### src/pkg/ebw_pkg.sv
package ebw_pkg;
    // -------------------------------------------------------------
    // register map (word index, byte address = index * 4)
    // -------------------------------------------------------------
    localparam int N_EXT       = 4;
    localparam int N_INT       = 6;
    localparam int N_INT_LOW   = 4;
    localparam int N_REGS      = 21;
    localparam logic [5:0] REG_DEF    = 6'h00; // default_bus_config
    localparam logic [5:0] REG_WCFG   = 6'h01; // window_bus_config 1..4
    localparam logic [5:0] REG_ESEL   = 6'h05; // ext_window_select 1..4
    localparam logic [5:0] REG_ISEL   = 6'h09; // internal_window_select 1..6
    localparam logic [5:0] REG_ICFG   = 6'h0f; // internal_bus_config 1..6
    localparam logic [5:0] REG_STATUS = 6'h15; // sequencer status, read only
    localparam logic [15:0] CFG_WMASK = 16'hd7ff;
    localparam logic [15:0] SEL_WMASK = 16'hffff;
    localparam logic [15:0] RST_DEF_CFG = 16'h0600; // bus active, latch stretch
    localparam int BTYP_LSB   = 6;
    // -------------------------------------------------------------
    // decode and timing constants
    // -------------------------------------------------------------
    localparam logic [3:0] SIZE_MAX_EXT = 4'ha;
    localparam logic [3:0] SIZE_MAX_LOW = 4'hb;
    localparam logic [4:0] WAIT_TOP     = 5'h0f; // waits = 15 - field
    localparam logic [4:0] CMD_BASE     = 5'h01; // extra base command tcl
    localparam logic [3:0] WIN_DEF      = 4'h0;
    localparam logic [3:0] WIN_INT0     = 4'h5;
    localparam logic [1:0] RESP_OKAY    = 2'h0;
    localparam logic [1:0] RESP_SLVERR  = 2'h2;

    typedef enum logic [2:0] {
        PH_IDLE, PH_ALE, PH_ALEX, PH_DLY, PH_CMD, PH_TRI, PH_DONE
    } ebw_phase_t;

    typedef struct packed {
        logic       wr_gated;
        logic       rd_gated;
        logic       rsv13;
        logic       ready_en;
        logic       rsv11;
        logic       bus_active;
        logic       ale_stretch;
        logic       early_wr;
        logic [1:0] bus_type;
        logic       tri_ctl;
        logic       cmd_dly;
        logic [3:0] cycle_wait;
    } ebw_cfg_t;

    typedef struct packed {
        logic [11:0] base;
        logic [3:0]  size;
    } ebw_sel_t;

    typedef struct packed {
        logic        valid;
        logic        wr;
        logic [1:0]  be;
        logic [23:0] addr;
    } ebw_cpu_req_t;

    typedef struct packed {
        logic        ale;
        logic        rd_n;
        logic        wr_n;
        logic        wrl_n;
        logic        wrh_n;
        logic [4:0]  ext_cs_n;
        logic [5:0]  int_cs_n;
        logic        bus16;
        logic        muxed;
        logic [23:0] addr;
    } ebw_pins_t;

    localparam ebw_pins_t PINS_IDLE = '{ale: 1'b0, rd_n: 1'b1, wr_n: 1'b1,
        wrl_n: 1'b1, wrh_n: 1'b1, ext_cs_n: 5'h1f, int_cs_n: 6'h3f,
        bus16: 1'b0, muxed: 1'b0, addr: 24'h000000};

    typedef struct packed {
        logic [N_REGS-1:0][15:0] regs;
        logic                    awready;
        logic                    wready;
        logic                    aw_held;
        logic                    w_held;
        logic [5:0]              aw_idx;
        logic [15:0]             w_data;
        logic [1:0]              w_be;
        logic                    bvalid;
        logic [1:0]              bresp;
        logic                    arready;
        logic                    rvalid;
        logic [15:0]             rdata;
        logic [1:0]              rresp;
        logic [2:0]              rdy_sync;
        logic                    rdy_flt;
        logic [2:0][1:0]         strap_sync;
        ebw_phase_t              phase;
        ebw_cfg_t                cfg;
        logic [3:0]              win;
        logic [4:0]              cnt;
        logic                    wr;
        logic [1:0]              be;
        logic [23:0]             addr;
        logic                    err;
        logic                    done;
        ebw_pins_t               pins;
    } ebw_state_t;
endpackage

### src/rtl/ebw_window_config.sv
// The address map and register access over AXI4-Lite were left to the implementer.
`timescale 1ns/1ps
// Summary of operation
// - cycle waits equal fifteen minus field
// - command delay ctl clear adds one tcl
// - tristate ctl clear adds one wait
// - early write ends strobe one tcl sooner
// - bus type selects width and multiplexing
// - reset sets default active, stretch, strap type
// - stretch bit lengthens address latch strobe
// - inactive window performs no bus cycle
// - ready enable extends cycle until ready
// - read gated select follows read strobe
// - write gated select follows write strobes
// - six internal and five external configurations
// - after reset only default window selects
// - default config covers unmatched external accesses
// - matched window applies its own config
// - external window sizes 4k to 4m
// - low internal windows force a23..a20 zero
// - low internal sizes 256 bytes to 512k
// - fourth internal window uses low scheme
// - internal windows five, six decode externally
// - all bus config registers share layout
module ebw_window_config (
    input  wire logic                    aclk,
    input  wire logic                    aresetn,
    input  wire logic [7:0]              awaddr,
    input  wire logic                    awvalid,
    output logic                         awready,
    input  wire logic [31:0]             wdata,
    input  wire logic [3:0]              wstrb,
    input  wire logic                    wvalid,
    output logic                         wready,
    output logic [1:0]                   bresp,
    output logic                         bvalid,
    input  wire logic                    bready,
    input  wire logic [7:0]              araddr,
    input  wire logic                    arvalid,
    output logic                         arready,
    output logic [31:0]                  rdata,
    output logic [1:0]                   rresp,
    output logic                         rvalid,
    input  wire logic                    rready,
    input  wire ebw_pkg::ebw_cpu_req_t   cpu_req,
    output logic                         cpu_done,
    output logic                         cpu_err,
    input  wire logic                    ready_pin,
    input  wire logic [1:0]              strap_port,
    output ebw_pkg::ebw_pins_t           bus_pins
);
    // -------------------------------------------------------------
    // helpers
    // -------------------------------------------------------------
    ebw_pkg::ebw_state_t st_ff;
    ebw_pkg::ebw_state_t nxt_st;

    // window hit test; low selects the first-megabyte scheme
    function automatic logic win_hit(
        input logic [23:0]        a,
        input ebw_pkg::ebw_sel_t  s,
        input logic               low
    );
        logic [11:0] m;
        logic [11:0] ab;
        logic        ok;
        m = 12'hfff << s.size;
        if (low) begin
            ab = a[19:8];
            ok = (a[23:20] == 4'h0) && (s.size <= ebw_pkg::SIZE_MAX_LOW);
        end else begin
            ab = a[23:12];
            m  = m & 12'h7ff;
            ok = s.size <= ebw_pkg::SIZE_MAX_EXT;
        end
        // bits below the window size never take part
        return ok && ((ab & m) == (s.base & m));
    endfunction

    // byte-lane merge of a register write
    function automatic logic [15:0] wmerge(
        input logic [15:0] old,
        input logic [15:0] d,
        input logic [1:0]  be,
        input logic [15:0] msk
    );
        logic [15:0] r;
        r = old;
        if (be[0]) r[7:0]  = d[7:0];
        if (be[1]) r[15:8] = d[15:8];
        return r & msk;
    endfunction

    // mask for a register index, config layout shared by all
    function automatic logic [15:0] wmask(input logic [5:0] i);
        logic [15:0] m;
        m = ebw_pkg::CFG_WMASK;
        if (i >= ebw_pkg::REG_ESEL && i < ebw_pkg::REG_ICFG) begin
            m = ebw_pkg::SEL_WMASK;
        end
        return m;
    endfunction

    // command-phase length: base plus cycle-time waits
    function automatic logic [4:0] wait_load(input ebw_pkg::ebw_cfg_t c);
        return ebw_pkg::WAIT_TOP - {1'b0, c.cycle_wait} + ebw_pkg::CMD_BASE;
    endfunction

    // -------------------------------------------------------------
    // next-state logic
    // -------------------------------------------------------------
    always_comb begin
        ebw_pkg::ebw_cfg_t c;
        ebw_pkg::ebw_cfg_t sc;
        logic [3:0]        w;
        logic [23:0]       pa;
        logic              act;
        logic              rds;
        logic              wrs;
        logic              cs;
        logic [5:0]        ri;
        c   = ebw_pkg::ebw_cfg_t'(st_ff.regs[ebw_pkg::REG_DEF]);
        sc  = ebw_pkg::ebw_cfg_t'(16'h0000);
        w   = ebw_pkg::WIN_DEF;
        pa  = 24'h000000;
        act = 1'b0;
        rds = 1'b0;
        wrs = 1'b0;
        cs  = 1'b0;
        ri  = 6'h00;
        nxt_st = st_ff;
        nxt_st.done = 1'b0;

        // ready and strap pins pass three flops, ready changes when two agree
        nxt_st.rdy_sync = {st_ff.rdy_sync[1:0], ready_pin};
        if (st_ff.rdy_sync[2] == st_ff.rdy_sync[1]) begin
            nxt_st.rdy_flt = st_ff.rdy_sync[2];
        end
        nxt_st.strap_sync = {st_ff.strap_sync[1:0], strap_port};

        // axi write: address and data taken in either order
        if (awvalid && st_ff.awready) begin
            nxt_st.awready = 1'b0;
            nxt_st.aw_held = 1'b1;
            nxt_st.aw_idx  = awaddr[7:2];
        end
        if (wvalid && st_ff.wready) begin
            nxt_st.wready = 1'b0;
            nxt_st.w_held = 1'b1;
            nxt_st.w_data = wdata[15:0];
            nxt_st.w_be   = wstrb[1:0];
        end
        if (st_ff.aw_held && st_ff.w_held && !st_ff.bvalid) begin
            nxt_st.aw_held = 1'b0;
            nxt_st.w_held  = 1'b0;
            nxt_st.bvalid  = 1'b1;
            nxt_st.bresp   = ebw_pkg::RESP_OKAY;
            if (st_ff.aw_idx < 6'(ebw_pkg::N_REGS)) begin
                nxt_st.regs[st_ff.aw_idx[4:0]] = wmerge(st_ff.regs[st_ff.aw_idx[4:0]],
                    st_ff.w_data, st_ff.w_be, wmask(st_ff.aw_idx));
            end else if (st_ff.aw_idx != ebw_pkg::REG_STATUS) begin
                nxt_st.bresp = ebw_pkg::RESP_SLVERR;
            end
        end
        if (st_ff.bvalid && bready) begin
            nxt_st.bvalid  = 1'b0;
            nxt_st.awready = 1'b1;
            nxt_st.wready  = 1'b1;
        end

        // axi read: one outstanding, data registered
        if (arvalid && st_ff.arready) begin
            ri             = araddr[7:2];
            nxt_st.arready = 1'b0;
            nxt_st.rvalid  = 1'b1;
            nxt_st.rresp   = ebw_pkg::RESP_OKAY;
            nxt_st.rdata   = 16'h0000;
            if (ri < 6'(ebw_pkg::N_REGS)) begin
                nxt_st.rdata = st_ff.regs[ri[4:0]];
            end else if (ri == ebw_pkg::REG_STATUS) begin
                nxt_st.rdata = {10'h000, st_ff.err,
                    st_ff.phase != ebw_pkg::PH_IDLE, st_ff.win};
            end else begin
                nxt_st.rresp = ebw_pkg::RESP_SLVERR;
            end
        end
        if (st_ff.rvalid && rready) begin
            nxt_st.rvalid  = 1'b0;
            nxt_st.arready = 1'b1;
        end

        // window decode, lowest internal index wins, then external
        for (int i = ebw_pkg::N_EXT - 1; i >= 0; i--) begin
            sc = ebw_pkg::ebw_cfg_t'(st_ff.regs[int'(ebw_pkg::REG_WCFG) + i]);
            if (sc.bus_active && win_hit(cpu_req.addr,
                    st_ff.regs[int'(ebw_pkg::REG_ESEL) + i], 1'b0)) begin
                w = 4'(i + 1);
                c = sc;
            end
        end
        for (int i = ebw_pkg::N_INT - 1; i >= 0; i--) begin
            sc = ebw_pkg::ebw_cfg_t'(st_ff.regs[int'(ebw_pkg::REG_ICFG) + i]);
            if (sc.bus_active && win_hit(cpu_req.addr,
                    st_ff.regs[int'(ebw_pkg::REG_ISEL) + i],
                    i < ebw_pkg::N_INT_LOW)) begin
                w = ebw_pkg::WIN_INT0 + 4'(i);
                c = sc;
            end
        end

        // bus cycle sequencer, one tcl per clock
        if (st_ff.phase != ebw_pkg::PH_CMD) begin
            nxt_st.cnt = wait_load(st_ff.cfg);
        end
        unique case (st_ff.phase)
            ebw_pkg::PH_IDLE: begin
                if (cpu_req.valid) begin
                    nxt_st.win  = w;
                    nxt_st.cfg  = c;
                    nxt_st.wr   = cpu_req.wr;
                    nxt_st.be   = cpu_req.be;
                    nxt_st.addr = cpu_req.addr;
                    nxt_st.err  = !c.bus_active;
                    nxt_st.phase = c.bus_active ? ebw_pkg::PH_ALE
                                                : ebw_pkg::PH_DONE;
                end
            end
            ebw_pkg::PH_ALE: begin
                if (st_ff.cfg.ale_stretch) begin
                    nxt_st.phase = ebw_pkg::PH_ALEX;
                end else begin
                    nxt_st.phase = st_ff.cfg.cmd_dly ? ebw_pkg::PH_CMD
                                                     : ebw_pkg::PH_DLY;
                end
            end
            ebw_pkg::PH_ALEX: begin
                nxt_st.phase = st_ff.cfg.cmd_dly ? ebw_pkg::PH_CMD
                                                 : ebw_pkg::PH_DLY;
            end
            ebw_pkg::PH_DLY: begin
                nxt_st.phase = ebw_pkg::PH_CMD;
            end
            ebw_pkg::PH_CMD: begin
                if (st_ff.cnt != 5'h00) begin
                    nxt_st.cnt = st_ff.cnt - 5'h01;
                end else if (!st_ff.cfg.ready_en || st_ff.rdy_flt) begin
                    nxt_st.phase = st_ff.cfg.tri_ctl ? ebw_pkg::PH_DONE
                                                     : ebw_pkg::PH_TRI;
                end
            end
            ebw_pkg::PH_TRI: begin
                nxt_st.phase = ebw_pkg::PH_DONE;
            end
            ebw_pkg::PH_DONE: begin
                nxt_st.phase = ebw_pkg::PH_IDLE;
                nxt_st.err   = 1'b0;                          // error flag only with done
            end
        endcase
        nxt_st.done = nxt_st.phase == ebw_pkg::PH_DONE;

        // pin values for the coming tcl
        act = nxt_st.phase inside {ebw_pkg::PH_ALE, ebw_pkg::PH_ALEX,
                                   ebw_pkg::PH_DLY, ebw_pkg::PH_CMD};
        rds = (nxt_st.phase == ebw_pkg::PH_CMD) && !nxt_st.wr;
        wrs = (nxt_st.phase == ebw_pkg::PH_CMD) && nxt_st.wr &&
              !(nxt_st.cfg.early_wr && nxt_st.cnt == 5'h00);
        cs  = act;
        if (nxt_st.cfg.rd_gated && !nxt_st.wr) begin
            cs = rds;
        end
        if (nxt_st.cfg.wr_gated && nxt_st.wr) begin
            cs = wrs;
        end
        pa = nxt_st.addr;
        if (nxt_st.win >= ebw_pkg::WIN_INT0 &&
                nxt_st.win < ebw_pkg::WIN_INT0 + 4'(ebw_pkg::N_INT_LOW)) begin
            pa[23:20] = 4'h0;
        end
        nxt_st.pins          = ebw_pkg::PINS_IDLE;
        nxt_st.pins.ale      = nxt_st.phase inside {ebw_pkg::PH_ALE, ebw_pkg::PH_ALEX};
        nxt_st.pins.rd_n     = !rds;
        nxt_st.pins.wr_n     = !wrs;
        nxt_st.pins.wrl_n    = !(wrs && nxt_st.be[0] && nxt_st.cfg.bus_type[1]);
        nxt_st.pins.wrh_n    = !(wrs && nxt_st.be[1] && nxt_st.cfg.bus_type[1]);
        nxt_st.pins.bus16    = nxt_st.cfg.bus_type[1];
        nxt_st.pins.muxed    = nxt_st.cfg.bus_type[0];
        nxt_st.pins.addr     = act ? pa : 24'h000000;
        if (nxt_st.win < ebw_pkg::WIN_INT0) begin
            nxt_st.pins.ext_cs_n[nxt_st.win[2:0]] = !cs;
        end else begin
            nxt_st.pins.int_cs_n[3'(nxt_st.win - ebw_pkg::WIN_INT0)] = !cs;
        end
    end

    // -------------------------------------------------------------
    // state register, strap caught while reset is held
    // -------------------------------------------------------------
    always_ff @(posedge aclk) begin
        if (!aresetn) begin
            st_ff            <= '0;
            st_ff.awready    <= 1'b1;
            st_ff.wready     <= 1'b1;
            st_ff.arready    <= 1'b1;
            st_ff.phase      <= ebw_pkg::PH_IDLE;
            st_ff.pins       <= ebw_pkg::PINS_IDLE;
            st_ff.rdy_sync   <= nxt_st.rdy_sync;
            st_ff.strap_sync <= nxt_st.strap_sync;
            st_ff.regs[ebw_pkg::REG_DEF] <= ebw_pkg::RST_DEF_CFG |
                (16'(st_ff.strap_sync[2]) << ebw_pkg::BTYP_LSB);
        end else begin
            st_ff <= nxt_st;
        end
    end

    // -------------------------------------------------------------
    // outputs, all straight from the state register
    // -------------------------------------------------------------
    assign awready  = st_ff.awready;
    assign wready   = st_ff.wready;
    assign bvalid   = st_ff.bvalid;
    assign bresp    = st_ff.bresp;
    assign arready  = st_ff.arready;
    assign rvalid   = st_ff.rvalid;
    assign rresp    = st_ff.rresp;
    assign rdata    = {16'h0000, st_ff.rdata};
    assign cpu_done = st_ff.done;
    assign cpu_err  = st_ff.err;
    assign bus_pins = st_ff.pins;
endmodule // ebw_window_config

### config.mk
export PLATFORM = sky130hd
export DESIGN_NAME = ebw_window_config
export DESIGN_NICKNAME = d
export VERILOG_FILES = /design/src/pkg/ebw_pkg.sv /design/src/rtl/ebw_window_config.sv
export SDC_FILE = /design/constraint.sdc
export NUM_CORES = 1
export LEC_CHECK = 0
export BUFFER_PORTS_ARGS = -buffer_cell sky130_fd_sc_hd__buf_2
export CAP_MARGIN = 30
export CELL_PAD_IN_SITES_DETAIL_PLACEMENT = 0
export CELL_PAD_IN_SITES_GLOBAL_PLACEMENT = 1
export CORE_MARGIN = 1.5
export CORE_UTILIZATION = 42
export DETAILED_ROUTE_END_ITERATION = 7
export HOLD_SLACK_MARGIN = 0.02
export PLACE_DENSITY = 0.76
export SLEW_MARGIN = 40
export SYNTH_ARGS = -nofsm -noshare
export SYNTH_HDL_FRONTEND = slang
export SYNTH_SLANG_ARGS = --single-unit
export TNS_END_PERCENT = 10
### constraint.sdc
create_clock -name aclk -period 3.59 [get_ports aclk]
set_input_delay 0.718 -clock aclk [delete_from_list [all_inputs] [get_ports aclk]]
set_output_delay 0.718 -clock aclk [all_outputs]
set_load 0.1 [all_outputs]
==> impl_metrics.tcl <==
set metrics [dict create \
    syn_inst 3076 \
    start_kind "register" \
    yosysTopAreaCell "dfxtp_1" \
    routed_wl_mm 113 \
    cts_tree "built" \
    fmax_ghz 0.285 \
    synth.distinct_cells 92 \
    ys_ff_latch 489 \
    core_mm2 0.0619 \
    critPathBufInv 2 \
    firstDrtPassIters 6 \
    path_class "reg -> reg" \
    setup_tns_ns 0 \
    crit_family "compound AO/OA/AOI/OAI gates" \
    dpl.hpwl_mm 82.4 \
    post-route-util_pct 50.2 \
    slowest_delay_ns 0.55 \
    htree_levels 2 \
    die_y_um 254 \
    antenna_found_initial 4 \
    numCtsBuffers 57 \
    power_switching_uw 5130 \
    slowest_stage "dfxtp_1" \
    layout-drive-gt1-share_pct 23.4 \
    numPortBuffers 134 \
    ant_nets 0 \
    start_util_pct 42.7 \
    pwr-share-clk_pct 40.8 \
    hp-class "in -> reg" \
    drc 0 \
    worstPathRequired_ns 4.10 \
    min_period_ns 3.51 \
    finClkSkew_ns 0.0399 \
    cts_hold_buf 0 \
    cp_data_arrival_time_ns 4.02 \
    finalSetupViolCount 0 \
    syn_area_per_cell_um2 8.59 \
    routedWlPerCell_um 27.7 \
    comb_power_share_pct 21.8 \
    worstPathMaxFanout 9 \
    hold_viol 0 \
    power.total_uw 15500 \
    tightest_slew_ns 0.906 \
    ir_drop_mv 0.538 \
    multiInputGateArea_mm2 0.0151 \
    clock-sinks 489 \
    grt_pass1_vias 23400 \
    fillerInstances 5856 \
    num_rows 91 \
    critPathCaptureType "register" \
    synth.area.top_cells "dfxtp_1 37%, mux4_2 14%, nand2_1 11%" \
    syn_area_mm2 0.0264 \
    grt_first_pass_wirelength_mm 162 \
    p_seq_share_pct 37.4 \
    detailed_place.area_mm2 0.0290 \
    async_reset_ff_share_pct 0 \
    crit_chain "or2_2 -> a21oi_1 -> nor4b_2 -> and3_2 -> mux2_2 -> o221ai_1 -> a211oi_2 -> buf_4 -> o21a_1 -> buf_4 -> a211oi_4 -> o21ai_1" \
    regArea_mm2 0.00982 \
    yosys_warnings 0 \
    min_period_over_period_pct 97.8 \
    layout.nets 3310 \
    clk_path_buf_depth 3 \
    clkSlewWorstSetupHoldPaths_ns 0.06 \
    grt-ovfl-total 0 \
    die-area_mm2 0.0645 \
    ys.flop_type "dfxtp_1" \
    layout_commonest_cell "nand2_1" \
    clk_latency_ns 0.65 \
    syn2layout_area_growth_pct 17.7 \
    grt_max_degree 135 \
    postLayoutCellArea_mm2 0.0311 \
    via_count 25300 \
    io_pins 175 \
    seq_area_frac_synth_pct 37.1 \
    status "completed" \
    gp_congestion 1.04 \
    cts_root_buffer "clkbuf_16" \
    swShare_pct 33.1 \
    final_cell_mix "769 x nand2_1, 483 x dfxtp_1, 422 x a21oi_1" \
    cts_setup_buffers 0 \
    maxCapViolCount 0 \
    layout_setup_ws_ns 0.0803 \
    drt-vias-per-instance 6.18 \
    leakagePower_uw 0.0112 \
    power_density_mw_per_mm2 498 \
    cp_common_cell "buf_4" \
    synth_top_area_share_pct 36.9 \
    dp_slack_ns -0.688 \
    synth_edf_count 2 \
    p_int_uw 10400 \
    grt_use_total_pct 34.6 \
    detail_route.iter0.violations 2888 \
    die_x_um 254 \
    max-slew-margin-rel_pct 39.6 \
    drv_slew 0 \
]
## power by group through the flow
stage / registers (uW) / logic [uW] / clock network (uW)
CTS: 5800 / 3360 / 6380
finish: 5800 / 3380 / 6320
global route: 5820 / 3550 / 6590
global placement: 5910 / 3300 / 0
floorplan: 5900 / 2520 / 0
detailed placement: 5910 / 3340 / 0
## logic make-up (layout without fill, tap and decap cells)
group | after synthesis | in the layout | synth area share [%]
AO/OA/AOI/OAI | 761 | 761 | 18.1
multiplexers | 220 | 220 | 16.3
AND/OR/NAND/NOR | 1109 | 1109 | 17.7
buffers and inverters | 372 | 540 | 6.60
adder cells (fa/ha/maj) | 6 | 6 | 0.270
other | 1 | 20 | 0.0142
flip-flops | 489 | 489 | 37.1
XOR/XNOR | 118 | 118 | 3.97
## cells in the mapped netlist (25+ instances only)
cell and count:
nand2_1 770, dfxtp_1 487, a21oi_1 422, clkbuf_1 208, mux4_2 166, nor2_1 128
buf_4 82, xnor2_1 59, a22oi_1 58, o21ai_0 57, xor2_1 57, nand3_1 48
inv_1 38, and3_1 33, mux2i_1 32, buf_1 26, a221oi_1 25
## layout make-up
class	count	area share, %
clock inverters	36	1.45
repair buffers	397	9.64
inverters	39	0.495
diodes	2	0.0161
flip-flops and latches	489	31.6
multi-input cells	2232	48.4
clock buffers	68	5.05
well taps	837	3.37
## through the flow
stage / hold WS, ns / std cells
2_1_floorplan: 0.310 / 3093
3_3_place_gp: 0.314 / 3994
3_5_place_dp: 0.313 / 3994
4_1_cts: 0.172 / 4098
5_1_grt: 0.178 / 4098
6_report: 0.184 / 4100
## per-layer routing
layer  vias to the layer above  track usage (%)  wire length, um  part of all wire [%]
met5                         -                0               34                 0.030
met4                         4             19.4             7050                   6.2
met3                       272             9.23            13000                    11
met2                      1523             50.9            48100                    42
met1                     12400             45.9            45200                    40
li1                      11100                -                -                     -
## sequential cells by signal, indices dropped and copies added (netlist names)
name	count
st_ff	418
bus_pins	40
rdata	16
nxt_st	6
arready	1
awready	1
bresp	1
bvalid	1
cpu_done	1
cpu_err	1
rresp	1
rvalid	1
wready	1
## timing repair
action / CTS / global route
endpoints found under the setup margin: 12 / 37
pin swaps: 0 / 1
gates resized for setup: 2 / 15
## final timing paths
check,end,slack [ns],cells after the start,startpoint
hold / removal,nxt_st[107],0.18,1,ready_pin
hold reg to reg,nxt_st[108],0.33,0,nxt_st[107]
setup reg to reg,bus_pins[27],0.08,12,st_ff[291]
setup / recovery,bus_pins[27],0.08,12,st_ff[291]
(Power assumes the default switching activity.)
